[src/common/partner_caps_pkg.sv]
// Purpose: Shared constants for the partner capability and target remap register slice.
// Assumes: 8-bit registers on a plain strobe port, one clock at 200 MHz.
// Notes: Offsets are register addresses on the plain port.
package partner_caps_pkg;

	localparam int ADDR_W = 8;
	localparam int DATA_W = 8;
	localparam int TGT_W = 7;

	localparam logic [7:0] OFF_CAP_ONE = 8'h35;
	localparam logic [7:0] OFF_SPARE_A = 8'h36;
	localparam logic [7:0] OFF_PARTNER = 8'h37;
	localparam logic [7:0] OFF_SPARE_B = 8'h38;
	localparam logic [7:0] OFF_TGT_ZERO = 8'h39;
	localparam logic [7:0] OFF_TGT_ONE = 8'h3A;
	localparam logic [7:0] OFF_PASS_CTRL = 8'h32;

	localparam int CAP_HOLD_BIT = 7;
	localparam int CAP_SELFTEST_BIT = 5;
	localparam int CAP_MULTI_BIT = 4;
	localparam int CAP_PORT_LSB = 0;
	localparam int CAP_PORT_W = 4;
	localparam int PASS_ENABLE_BIT = 6;
	localparam int ADDR_HOLD_BIT = 0;

	localparam logic [7:0] RST_CAP_ONE = 8'h00;
	localparam logic [7:0] RST_SPARE = 8'h00;
	localparam logic [6:0] RST_TARGET = 7'h00;
	localparam logic [7:0] RST_PASS_CTRL = 8'h00;
	// Arbitrary neutral partner address after reset.
	localparam logic [6:0] RST_PARTNER_ADDR = 7'h2A;
	localparam logic RST_ADDR_HOLD = 1'b0;

	localparam int ALIAS_SLOTS = 2;

endpackage

[src/common/remap_if.sv]
// Purpose: Carries one target slot between the register file and the remap slice.
// Assumes: Same clock as the register file.
// Notes: One instance per slot.
`timescale 1ns/1ps
interface remap_if;
	logic [6:0] physAddr;
	logic [6:0] aliasAddr;
	logic hit;
	modport regs (output physAddr, output aliasAddr, input hit);
	modport slot (input physAddr, input aliasAddr, output hit);
endinterface

[src/hw/capability_hold_field.sv]
// Purpose: One auto-loaded field with software override and a hold flag.
// Assumes: Load and write pulses are single-cycle and synchronous.
// Notes: Software write takes priority over the channel load in the same cycle.
`timescale 1ns/1ps
module capability_hold_field #(
	parameter int W = 4,
	parameter logic [W-1:0] RESET_VAL = '0
) (
	input wire logic mclk,
	input wire logic reset,
	input wire logic swWrite,
	input wire logic [W-1:0] swData,
	input wire logic autoLoad,
	input wire logic [W-1:0] autoData,
	input wire logic hold,
	output logic [W-1:0] value
);
	typedef struct packed {
		logic [W-1:0] val;
	} state_s;
	state_s cur_q, cur_d;

	always_comb begin
		cur_d = cur_q;
		if (swWrite) begin
			cur_d.val = swData;
		end else if (autoLoad && !hold) begin
			cur_d.val = autoData;
		end
	end

	always_ff @(posedge mclk) begin
		if (reset) begin
			cur_q.val <= RESET_VAL;
		end else begin
			cur_q <= cur_d;
		end
	end

	assign value = cur_q.val;
endmodule

[src/hw/partner_caps_target_remap.sv]
// Purpose: Partner capability, partner address and remote target remap registers.
// Assumes: Channel load pulses arrive synchronous to mclk after back-channel detect.
// Notes: Register reads return data the cycle after the read strobe.
//
// Contract
// - While the capability hold bit is set, channel loads of capabilities are ignored.
// - The self-test request bit shows that the partner asks for link self-test.
// - The multi-port bit reads 0 for a single-port and 1 for a multi-port partner.
// - A four-bit field reports the partner port number this serializer uses.
// - Self-test, multi-port and port fields load from the channel after link detect.
// - The seven-bit partner address normally loads from the partner over the channel.
// - While the address hold bit is set, channel loads of the partner address are ignored.
// - Each target slot holds a seven-bit physical address in its upper bits.
// - A transaction to alias slot n leaves with slot n's physical address.
// - A transaction is forwarded only with pass-through enabled and a decode match.
`timescale 1ns/1ps
module partner_caps_target_remap (
	input wire logic mclk,
	input wire logic reset,
	input wire logic [7:0] regAddr,
	input wire logic [7:0] regWdata,
	input wire logic regWrite,
	input wire logic regRead,
	output logic [7:0] regRdata,
	input wire logic linkDetected,
	input wire logic capLoad,
	input wire logic capSelftest,
	input wire logic capMultiPort,
	input wire logic [3:0] capPortNum,
	input wire logic addrLoad,
	input wire logic [6:0] addrFromPartner,
	input wire logic [13:0] aliasAddrs,
	input wire logic txnValid,
	input wire logic [6:0] txnAddr,
	output logic fwdValid,
	output logic [6:0] fwdAddr,
	output logic selftestRequest,
	output logic multiPortPartner,
	output logic [3:0] partnerPort,
	output logic [6:0] partnerAddress
);

	////////////////////////////////////////////////////////////////////////////
	typedef struct packed {
		logic capabilityHold;
		logic spareBit6;
		logic [7:0] spareA;
		logic [6:0] partnerAddr;
		logic partnerAddressHold;
		logic [7:0] spareB;
		logic [6:0] targetZero;
		logic [6:0] targetOne;
		logic [7:0] passCtrl;
		logic [7:0] rdata;
		logic fwdValid;
		logic [6:0] fwdAddr;
	} state_s;

	state_s cur_q, cur_d;

	logic wrCap, wrAddrReg;
	logic capLoadOk;
	logic selftestV, multiV;
	logic [3:0] portV;
	logic [1:0] slotHit;

	assign wrCap = regWrite && (regAddr == partner_caps_pkg::OFF_CAP_ONE);
	assign wrAddrReg = regWrite && (regAddr == partner_caps_pkg::OFF_PARTNER);
	// Loads only count once the back channel is up; hold blocks them too.
	assign capLoadOk = capLoad && linkDetected;

	////////////////////////////////////////////////////////////////////////////
	// The three auto-loaded fields share one override-and-hold pattern.
	capability_hold_field #(.W(1), .RESET_VAL(1'b0)) selftestField (
		.mclk(mclk),
		.reset(reset),
		.swWrite(wrCap),
		.swData(regWdata[partner_caps_pkg::CAP_SELFTEST_BIT]),
		.autoLoad(capLoadOk),
		.autoData(capSelftest),
		.hold(cur_q.capabilityHold),
		.value(selftestV)
	);

	capability_hold_field #(.W(1), .RESET_VAL(1'b0)) multiField (
		.mclk(mclk),
		.reset(reset),
		.swWrite(wrCap),
		.swData(regWdata[partner_caps_pkg::CAP_MULTI_BIT]),
		.autoLoad(capLoadOk),
		.autoData(capMultiPort),
		.hold(cur_q.capabilityHold),
		.value(multiV)
	);

	capability_hold_field #(.W(4), .RESET_VAL(4'h0)) portField (
		.mclk(mclk),
		.reset(reset),
		.swWrite(wrCap),
		.swData(regWdata[partner_caps_pkg::CAP_PORT_LSB +: partner_caps_pkg::CAP_PORT_W]),
		.autoLoad(capLoadOk),
		.autoData(capPortNum),
		.hold(cur_q.capabilityHold),
		.value(portV)
	);

	////////////////////////////////////////////////////////////////////////////
	remap_if slotLink [partner_caps_pkg::ALIAS_SLOTS] ();

	assign slotLink[0].physAddr = cur_q.targetZero;
	assign slotLink[0].aliasAddr = aliasAddrs[6:0];
	assign slotLink[1].physAddr = cur_q.targetOne;
	assign slotLink[1].aliasAddr = aliasAddrs[13:7];

	remap_slot slotZero (
		.reqAddr(txnAddr),
		.link(slotLink[0])
	);

	remap_slot slotOne (
		.reqAddr(txnAddr),
		.link(slotLink[1])
	);

	assign slotHit[0] = slotLink[0].hit;
	assign slotHit[1] = slotLink[1].hit;

	////////////////////////////////////////////////////////////////////////////
	always_comb begin
		cur_d = cur_q;
		cur_d.rdata = 8'h00;
		if (regWrite) begin
			unique case (regAddr)
				partner_caps_pkg::OFF_CAP_ONE: begin
					cur_d.capabilityHold = regWdata[partner_caps_pkg::CAP_HOLD_BIT];
					cur_d.spareBit6 = regWdata[6];
				end
				partner_caps_pkg::OFF_SPARE_A: begin
					cur_d.spareA = regWdata;
				end
				partner_caps_pkg::OFF_PARTNER: begin
					cur_d.partnerAddr = regWdata[7:1];
					cur_d.partnerAddressHold = regWdata[partner_caps_pkg::ADDR_HOLD_BIT];
				end
				partner_caps_pkg::OFF_SPARE_B: begin
					cur_d.spareB = regWdata;
				end
				partner_caps_pkg::OFF_TGT_ZERO: begin
					cur_d.targetZero = regWdata[7:1];
				end
				partner_caps_pkg::OFF_TGT_ONE: begin
					cur_d.targetOne = regWdata[7:1];
				end
				partner_caps_pkg::OFF_PASS_CTRL: begin
					cur_d.passCtrl = regWdata;
				end
				default: begin
				end
			endcase
		end
		// A software write in the same cycle wins; it carries its own hold bit.
		if (addrLoad && linkDetected && !wrAddrReg && !cur_q.partnerAddressHold) begin
			cur_d.partnerAddr = addrFromPartner;
		end
		if (regRead) begin
			unique case (regAddr)
				partner_caps_pkg::OFF_CAP_ONE: begin
					cur_d.rdata = {cur_q.capabilityHold, cur_q.spareBit6, selftestV, multiV, portV};
				end
				partner_caps_pkg::OFF_SPARE_A: begin
					cur_d.rdata = cur_q.spareA;
				end
				partner_caps_pkg::OFF_PARTNER: begin
					cur_d.rdata = {cur_q.partnerAddr, cur_q.partnerAddressHold};
				end
				partner_caps_pkg::OFF_SPARE_B: begin
					cur_d.rdata = cur_q.spareB;
				end
				partner_caps_pkg::OFF_TGT_ZERO: begin
					cur_d.rdata = {cur_q.targetZero, 1'b0};
				end
				partner_caps_pkg::OFF_TGT_ONE: begin
					cur_d.rdata = {cur_q.targetOne, 1'b0};
				end
				partner_caps_pkg::OFF_PASS_CTRL: begin
					cur_d.rdata = cur_q.passCtrl;
				end
				default: begin
					cur_d.rdata = 8'h00;
				end
			endcase
		end
		// Slot zero wins when both aliases match; aliases should be distinct.
		cur_d.fwdValid = 1'b0;
		cur_d.fwdAddr = txnAddr;
		if (txnValid && cur_q.passCtrl[partner_caps_pkg::PASS_ENABLE_BIT] && (|slotHit)) begin
			cur_d.fwdValid = 1'b1;
			cur_d.fwdAddr = slotHit[0] ? slotLink[0].physAddr : slotLink[1].physAddr;
		end
	end

	always_ff @(posedge mclk) begin
		if (reset) begin
			cur_q.capabilityHold <= 1'b0;
			cur_q.spareBit6 <= 1'b0;
			cur_q.spareA <= partner_caps_pkg::RST_SPARE;
			cur_q.partnerAddr <= partner_caps_pkg::RST_PARTNER_ADDR;
			cur_q.partnerAddressHold <= partner_caps_pkg::RST_ADDR_HOLD;
			cur_q.spareB <= partner_caps_pkg::RST_SPARE;
			cur_q.targetZero <= partner_caps_pkg::RST_TARGET;
			cur_q.targetOne <= partner_caps_pkg::RST_TARGET;
			cur_q.passCtrl <= partner_caps_pkg::RST_PASS_CTRL;
			cur_q.rdata <= 8'h00;
			cur_q.fwdValid <= 1'b0;
			cur_q.fwdAddr <= 7'h00;
		end else begin
			cur_q <= cur_d;
		end
	end

	////////////////////////////////////////////////////////////////////////////
	assign regRdata = cur_q.rdata;
	assign fwdValid = cur_q.fwdValid;
	assign fwdAddr = cur_q.fwdAddr;
	assign selftestRequest = selftestV;
	assign multiPortPartner = multiV;
	assign partnerPort = portV;
	assign partnerAddress = cur_q.partnerAddr;

endmodule

[src/hw/remap_slot.sv]
// Purpose: Compares a local address against one alias slot.
// Assumes: Alias address comes from the alias registers outside this slice.
// Notes: Purely combinational; the top registers the result.
`timescale 1ns/1ps
module remap_slot (
	input wire logic [6:0] reqAddr,
	remap_if.slot link
);
	assign link.hit = (reqAddr == link.aliasAddr);
endmodule

[config.mk]
export PLATFORM = sky130hd
export DESIGN_NAME = partner_caps_target_remap
export DESIGN_NICKNAME = d
export VERILOG_FILES = /design/src/common/partner_caps_pkg.sv /design/src/common/remap_if.sv /design/src/hw/capability_hold_field.sv /design/src/hw/partner_caps_target_remap.sv /design/src/hw/remap_slot.sv
export SDC_FILE = /design/constraint.sdc
export NUM_CORES = 1
export LEC_CHECK = 0
export ABC_AREA = 1
export BUFFER_PORTS_ARGS = -buffer_cell sky130_fd_sc_hd__buf_2
export CAP_MARGIN = 15
export CORE_MARGIN = 2
export CORE_UTILIZATION = 40
export CTS_CLUSTER_SIZE = 40
export DETAILED_ROUTE_END_ITERATION = 8
export HOLD_SLACK_MARGIN = 0.08
export SLEW_MARGIN = 15
export SYNTH_ARGS = -nofsm -noshare
export SYNTH_HDL_FRONTEND = slang
export SYNTH_HIERARCHICAL = 1
export SYNTH_SLANG_ARGS = --single-unit
[constraint.sdc]
create_clock -name mclk -period 1.54 [get_ports mclk]
set_input_delay 0.154 -clock mclk [delete_from_list [all_inputs] [get_ports mclk]]
set_output_delay 0.154 -clock mclk [all_outputs]
set_load 0.03 [all_outputs]
==> results of run 1 <==
## flip-flops by register name, summed over array words and instances, names as in the netlist
signal	count
cur_q	27
selftestField/value	1
portField/value	4
partnerAddress	7
slotLink.physAddr	14
fwdAddr	7
multiField/value	1
regRdata	8
fwdValid	1
## synthesized netlist by cell type, drive strengths merged
| cell type | instances | area [um2] |
|---|---|---|
| nand2 | 153 | 613 |
| inv | 89 | 334 |
| nand3 | 88 | 495 |
| dfxtp | 70 | 1400 |
| a21oi | 67 | 335 |
| nor2 | 62 | 337 |
| buf | 38 | 285 |
| o21ai | 27 | 135 |
| clkbuf | 4 | 15.0 |
| xnor2 | 2 | 17.5 |
| and2 | 1 | 6.26 |
| clkinv | 1 | 8.76 |
| o211ai | 1 | 7.51 |
## power breakdown
group	switching, W	internal [W]
Combinational	0.000336	0.000173
Sequential	0.0000254	0.00184
Clock	0.000735	0.000572
## routing by layer
layer,track usage,vias to the layer above,routed length [um]
met2,0.324,118,4870
met3,0.0320,14,613
li1,-,2026,-
met1,0.292,1761,5440
met5,0,-,0
met4,0.0608,0,172
## cell type report
type                       instances  share of cell area
clock buffer                       9              0.0267
multi-input combinational        401               0.420
tap                              133              0.0359
clock inverter                     7             0.00890
inverter                          90              0.0739
sequential                        70               0.302
timing repair buffer             105               0.133
## through the flow
step	hold slack (ns)	instances	area, um2	TNS [ns]	util
floorplan	0.280	603	3990	0	-
global placement	0.377	796	4450	-0.0359	0.457
detailed placement	0.382	796	4450	0	0.457
CTS	0.0994	815	4640	0	0.477
global route	0.112	815	4640	0	0.477
finish	0.0991	815	4640	0	0.477
## path summary, 6_finish.rpt
| check | depth (start not counted) | end | startpoint | slack [ns] |
|---|---|---|---|---|
| max | 11 | portField/value[1] | regAddr[3] | 0.37 |
| min | 5 | multiField/value | capMultiPort | 0.1 |
| max reg2reg | 7 | partnerAddress[1] | cur_q[46] | 0.38 |
| min reg2reg | 2 | cur_q[58] | cur_q[58] | 0.45 |
## cell families after synthesis
| group | synth area share |
|---|---|
| buf+inv | 0.161 |
| simple gates | 0.364 |
| xor+xnor | 0.00439 |
| compound gates | 0.120 |
| flops | 0.351 |
## worst register-to-register path: cells and delay by family (launching register included)
kind,cells,cell delay [ns]
flops,1,0.33
buf+inv,3,0.38
simple gates,4,0.41
## layout by cell type (no fill, tap or decap), types with 4 or more instances in the layout
master,n
nand3_4,4
buf_4,13
o21ai_0,13
nand2_1,147
inv_2,7
clkinv_2,5
buf_2,86
dfxtp_1,70
nor2_1,52
nor2_8,5
o21ai_1,14
inv_1,82
nand3_1,83
clkbuf_8,9
a21oi_1,67
==> impl_metrics.tcl, run 1 <==
set metrics [dict create \
    outcome "complete, no violations" \
    drt_iter0_markers 204 \
    globalplace.congestion 0.872 \
    leakage_nw 2.26 \
    final_antenna_net_count 0 \
    clock_latency_ns 0.36 \
    tritoncts "built" \
    cap_violations 0 \
    finalPower_w 0.00368 \
    dieArea_mm2 0.0108 \
    cts_buffer_depth 2 \
    vdd_drop_max_uv 309 \
    vias 3919 \
    path_clk_slew_ns 0.08 \
    die_w_um 104 \
    hold_path.class "in2reg" \
    cpLargestDelayFamily "simple AND/OR/NAND/NOR gates" \
    seq_area_frac_synth 0.351 \
    fp-row-count 36 \
    startpoint_type "input pin" \
    syn_nets 661 \
    detailedPlacementHpwl_um 8150 \
    setup_violations 0 \
    period_share 0.758 \
    drive_gt1_frac 0.216 \
    grt_first_pass_wirelength_um 17800 \
    final_hold_viol_count 0 \
    core_mm2 0.00973 \
    tightest_slew_ns 0.364 \
    grt_overflow 0 \
    start_util 0.410 \
    final_nets 735 \
    seq_area_mm2 0.00140 \
    grt_usage 0.206 \
    synth_area_per_cell_um2 6.62 \
    drc 0 \
    grt_pass1_vias 3583 \
    drt-total-wl_um 11100 \
    post_synth_instance_area_mm2 0.00399 \
    crit_path_cell_trace "buf_2 -> inv_2 -> nand2_2 -> nor2_2 -> nand3_1 -> inv_1 -> inv_2 -> nand2_1 -> nand2_1 -> nor2_1 -> nor2_1" \
    multi_input_area_mm2 0.00195 \
    cp_max_fo 8 \
    ys_seq_elements 70 \
    fillers 1065 \
    rsz0062_at_grt "false" \
    port_buffers 86 \
    cpPeakStageDelay_ns 0.21 \
    cts_buffers 9 \
    io_pins 87 \
    antenna_found_initial 0 \
    fin_crit_ns 1.17 \
    path_class "in2reg" \
    wire_per_inst_um 13.6 \
    first_pass_iters 4 \
    root_buffer "clkbuf_8" \
    diodes 0 \
    vias_per_cell 4.81 \
    ctsHtreeMaxLevel 3 \
    hold_buffers 3 \
    cp-end-kind "flip-flop" \
    fin_worst_skew_ns 0.0133 \
    slew_viol_final 0 \
    clock_sinks 70 \
    ys.warnings.count 6 \
    slowest_stage "inv_1" \
    pre_cts_slack_ns 0.0427 \
    max_freq_mhz 857 \
    power.density_mw_per_mm2 794 \
    synthCells 603 \
    cp.required_ns 1.80 \
    relSlewSlack 0.757 \
    area_growth_pct 16.3 \
    grt_max_degree 33 \
    critPathBufInv 4 \
    worst_slack_ns 0.373 \
    synth_cell_types 26 \
    cts_resized 0 \
    die_h_um 104 \
    cp.arrival_ns 1.43 \
    post_cts_buffers 0 \
]
Power figures use the tool's default switching activity.
==> run 2, diff against run 1 <==
==> constraint.sdc (replaced) <==
create_clock -name mclk -period 1 [get_ports mclk]
set_input_delay 0.1 -clock mclk [delete_from_list [all_inputs] [get_ports mclk]]
set_output_delay 0.1 -clock mclk [all_outputs]
set_load 0.03 [all_outputs]
==> run 2 against run 1 <==
First-iteration DRC count is 21% higher; clock skew shrank 0.0096 ns; sequential share of layout area decreased by 5.0 points; clock-buffer cell count is 1 higher; hold slack lost 0.020 ns; wire length increased by 7.9%; sequential power up 54%.
==> impl_metrics.tcl, run 2 (same netlist as run 1, synthesis figures left out) <==
set metrics [dict create \
    power_frac_comb 0.183 \
    grt_usage 0.208 \
    cts_buffers 9 \
    power.density_mw_per_mm2 1040 \
    cpPeakStageDelay_ns 0.35 \
    tritoncts "built" \
    total_switching_power_w 0.00169 \
    finalPower_w 0.00586 \
    port_buffers 86 \
    worst_slack_ns 0.00597 \
    drt-total-wl_um 12000 \
    vias 4204 \
    fin_worst_skew_ns 0.00374 \
    drive_gt1_frac 0.334 \
    leakage_nw 2.61 \
    slowest_stage "dfxtp_2" \
    final_core_util 0.577 \
    min_delay_path_depth 5 \
    io_pins 87 \
    path_clk_slew_ns 0.07 \
    fin_crit_ns 0.994 \
    path_class "reg2reg" \
    slew_viol_final 0 \
    placed_cell_area_mm2 0.00482 \
    p_int_w 0.00418 \
    largest_reg_flops 27 \
    cp.arrival_ns 1.23 \
    netSwitchingFraction 0.288 \
    cts_buffer_depth 2 \
    worstRegToRegCells 5 \
    dieArea_mm2 0.0108 \
    period_share 0.994 \
    diodes 0 \
    area_growth_pct 40.8 \
    ctsHtreeMaxLevel 3 \
    grt_max_degree 31 \
    die_h_um 104 \
    core_mm2 0.00973 \
    hold_path.class "in2reg" \
    vdd_drop_max_uv 655 \
    root_buffer "clkbuf_8" \
    cp_max_fo 6 \
    max_freq_mhz 1010 \
    clockPowerShare 0.326 \
    wire_per_inst_um 13.9 \
    pre_cts_slack_ns -0.381 \
    first_pass_iters 5 \
    regMostFlops "cur_q" \
    finalInstanceArea_mm2 0.00562 \
    detailedPlacementHpwl_um 8240 \
    cp.required_ns 1.24 \
    globalplace.congestion 0.850 \
    die_w_um 104 \
    sequentialPowerShare 0.492 \
    clock_sinks 70 \
    drt_iter0_markers 247 \
    grt_pass1_vias 3718 \
    start_util 0.410 \
    cap_violations 0 \
    antenna_found_initial 0 \
    clock_latency_ns 0.35 \
    startpoint_type "flip-flop" \
    grt_overflow 0 \
    final_nets 784 \
    relSlewSlack 0.791 \
    rsz0062_at_grt "true" \
    tightest_slew_ns 0.312 \
    cp-end-kind "flip-flop" \
    final_antenna_net_count 0 \
    mostFrequentLayoutCell "nand2_1" \
    grt_first_pass_wirelength_um 18100 \
    fp-row-count 36 \
    crit_path_cell_trace "nand2_2 -> nor2_4 -> clkbuf_16 -> buf_6 -> a21oi_1" \
    outcome "complete, no violations" \
    vias_per_cell 4.87 \
    final_hold_viol_count 0 \
    drc 0 \
    setup_violations 0 \
    layout_common_cells "136 x nand2_1, 79 x nand3_1, 69 x inv_1" \
]
==> run 2: cell count changes in the layout (fill, tap and decap cells not counted), sizes merged <==
cell | previous run | this run
clkinv | 7 | 5
dlygate4sd3 | 3 | 12
clkbuf | 9 | 16
buf | 102 | 134
nand3 | 88 | 90
==> run 2: area by class of cell <==
type,instances,area [um2]
fill,939,4110
multi-input combinational,403,2160
sequential,70,1420
timing repair buffer,152,1330
inverter,90,390
tap,133,166
clock buffer,10,128
clock inverter,5,27.5
==> run 2: worst paths after layout <==
check	startpoint	to	slack (ns)
hold reg to reg	cur_q[58]	cur_q[58]	0.45
setup reg to reg	cur_q[22]	fwdAddr[1]	0.006
hold / removal	addrFromPartner[2]	partnerAddress[2]	0.08
setup / recovery	cur_q[22]	fwdAddr[1]	0.006
==> run 2: per-layer routing <==
layer / share of wire / vias to the layer above / global-route usage
met5: 0 / - / 0
met4: 0.019 / 0 / 0.0792
met3: 0.060 / 21 / 0.0251
met2: 0.47 / 129 / 0.331
met1: 0.46 / 1918 / 0.290
li1: - / 2136 / -
==> run 2: critical path, delay by kind of cell, from the launching register on <==
family	cells	cell delay (ns)
buffers and inverters	2	0.26
DFF	1	0.35
and+or+nand+nor	2	0.23
AOI/OAI and AO/OA	1	0.05
==> run 2: through the flow <==
stage | cells | hold slack, ns | TNS [ns]
final | 863 | 0.0788 | 0
after global routing | 863 | 0.101 | -1.01
after CTS | 845 | 0.0807 | -0.0213
after detailed placement | 818 | 0.325 | -18.45
after global placement | 818 | 0.316 | -17.22
after floorplan | 603 | 0.226 | -0.666
==> run 2: repair_timing <==
item | in CTS | in global routing
hold buffers | 12 | 0
setup endpoints to repair | 23 | 40
cloned | 0 | 8
buffers inserted | 0 | 10
resized for setup | 27 | 80
pin swaps | 2 | 23
hold endpoints to repair | 12 | 0
==> run 2: power groups by stage <==
stage | combinational [W] | clock, W | sequential (W)
after floorplan | 0.000508 | 0 | 0.00296
after global placement | 0.000898 | 0 | 0.00294
after detailed placement | 0.000913 | 0 | 0.00294
after CTS | 0.000979 | 0.00194 | 0.00288
after global routing | 0.00116 | 0.00204 | 0.00289
final | 0.00107 | 0.00191 | 0.00288
==> run 3, diff against run 2 <==
--- a/config.mk
+++ b/config.mk
@@ -9,10 +9,12 @@
 export BUFFER_PORTS_ARGS = -buffer_cell sky130_fd_sc_hd__buf_2
 export CAP_MARGIN = 15
 export CORE_MARGIN = 2
-export CORE_UTILIZATION = 40
+export CORE_UTILIZATION = 49
 export CTS_CLUSTER_SIZE = 40
 export DETAILED_ROUTE_END_ITERATION = 8
 export HOLD_SLACK_MARGIN = 0.08
+export PLACE_DENSITY = 0.76
+export SKIP_CTS_REPAIR_TIMING = 1
 export SLEW_MARGIN = 15
 export SYNTH_ARGS = -nofsm -noshare
 export SYNTH_HDL_FRONTEND = slang
==> run 3 against run 2 <==
The flow now finishes with violations (negative setup slack); sequential cell count stayed put; sequential power is essentially flat; clock power increased by 7%; wire length fell by 3.4%; via count fell by 0.55%; largest cell class unchanged; core utilization rose by 11 points; clock-buffer cell count is 2 higher; non-clock buffer count shrank 15; hold slack got worse by 0.021 ns; clock skew up 0.0025 ns.
==> impl_metrics.tcl, run 3 (same netlist as run 1, synthesis figures left out) <==
set metrics [dict create \
    slew_viol_final 0 \
    fin_cells 817 \
    startpoint_type "input pin" \
    fin_worst_skew_ns 0.00624 \
    hold_path.class "in2reg" \
    detailedPlacementHpwl_um 8050 \
    core_mm2 0.00781 \
    cts_buffers 9 \
    ctsHtreeMaxLevel 3 \
    clock_sinks 70 \
    power.density_mw_per_mm2 1110 \
    critPathBufInv 3 \
    final_hold_viol_count 0 \
    largest_reg_flops 27 \
    cp_common_cell "nor2_2" \
    drt_iter0_markers 355 \
    io_pins 87 \
    cp_max_fo 8 \
    cp.arrival_ns 1.31 \
    rsz0062_at_grt "true" \
    leakage_nw 2.53 \
    cts_buffer_depth 2 \
    period_share 1.03 \
    grt_first_pass_wirelength_um 17500 \
    wire_per_inst_um 14.2 \
    start_util 0.511 \
    whs_ns 0.0573 \
    drt-total-wl_um 11600 \
    grt_usage 0.254 \
    cp.required_ns 1.29 \
    fp-row-count 32 \
    grt_overflow 0 \
    worst_slack_ns -0.0260 \
    area_growth_pct 34.1 \
    fin_setup_tns_ns -0.0685 \
    grt_max_degree 30 \
    path_class "in2reg" \
    path_clk_slew_ns 0.08 \
    final_core_util 0.686 \
    first_pass_iters 5 \
    outcome "finished, violations left" \
    dp_cells 784 \
    cpLargestDelayFamily "simple AND/OR/NAND/NOR gates" \
    cap_violations 0 \
    final_antenna_net_count 0 \
    crit_path_cell_trace "buf_4 -> nand2_1 -> nand2_2 -> nor2_2 -> nand2_2 -> nor2_4 -> nor2_2 -> nor2_2 -> buf_12 -> buf_8 -> o21ai_2 -> a21oi_1" \
    dieArea_mm2 0.00888 \
    finalPower_w 0.00594 \
    drive_gt1_frac 0.330 \
    slowest_stage "nor2_2" \
    clock_latency_ns 0.36 \
    violations "negative setup slack" \
    globalplace.congestion 0.951 \
    relSlewSlack 0.801 \
    die_h_um 94.3 \
    tritoncts "built" \
    layout_common_cells "136 x nand2_1, 78 x nand3_1, 71 x inv_1" \
    setup_violations 3 \
    vias 4181 \
    fillers 643 \
    tightest_slew_ns 0.298 \
    max_freq_mhz 975 \
    vdd_drop_max_uv 607 \
    port_buffers 86 \
    cpPeakStageDelay_ns 0.14 \
    mostFrequentLayoutCell "nand2_1" \
    antenna_found_initial 0 \
    diodes 0 \
    fin_crit_ns 1.03 \
    vias_per_cell 5.12 \
    grt_pass1_vias 3737 \
    die_w_um 94.3 \
    regMostFlops "cur_q" \
    final_nets 768 \
    drc 0 \
    root_buffer "clkbuf_8" \
    cp-end-kind "flip-flop" \
]
-- run 3: final timing paths --
kind	cells after the start	slack, ns	to	startpoint
max reg2reg	6	0	fwdAddr[1]	cur_q[22]
max	12	-0.03	fwdAddr[1]	aliasAddrs[0]
min	5	0.06	partnerAddress[2]	addrFromPartner[2]
min reg2reg	2	0.46	cur_q[58]	cur_q[58]
-- run 3: final cells by class --
type | instances | area (um2) | share of cell area
clock inverters | 4 | 22.5 | 0.00421
repair inverters | 1 | 6.26 | 0.00117
multi-input cells | 401 | 2150 | 0.401
clock buffers | 12 | 145 | 0.0271
inverters | 90 | 403 | 0.0753
well taps | 102 | 128 | 0.0238
repair buffers | 137 | 1080 | 0.202
flip-flops and latches | 70 | 1420 | 0.265
-- run 3: metal layers --
metal,share of wire,track usage,up-vias
met5,0,0,-
li1,-,-,2096
met3,0.077,0.0321,20
met4,0.017,0.0966,0
met2,0.47,0.400,184
met1,0.44,0.355,1881
-- run 3: power breakdown --
group	internal (W)	total, W	switching, W
Combinational	0.000419	0.00102	0.000596
Clock	0.000957	0.00204	0.00108
Sequential	0.00284	0.00289	0.0000423
-- run 3: metrics by stage --
| step | worst slack (ns) | cell area, um2 |
|---|---|---|
| after floorplan | -0.0719 | 4140 |
| after global placement | -0.336 | 4710 |
| after detailed placement | -0.376 | 4710 |
| after CTS | -0.154 | 4880 |
| after global routing | -0.131 | 5350 |
| final | -0.0260 | 5350 |
-- run 3: worst reg2reg max path: cells and delay by family, from the launching register on --
kind | cells | cell delay [ns]
AND/OR/NAND/NOR | 2 | 0.18
AO/OA/AOI/OAI | 2 | 0.15
buffers and inverters | 2 | 0.27
flip-flops | 1 | 0.33
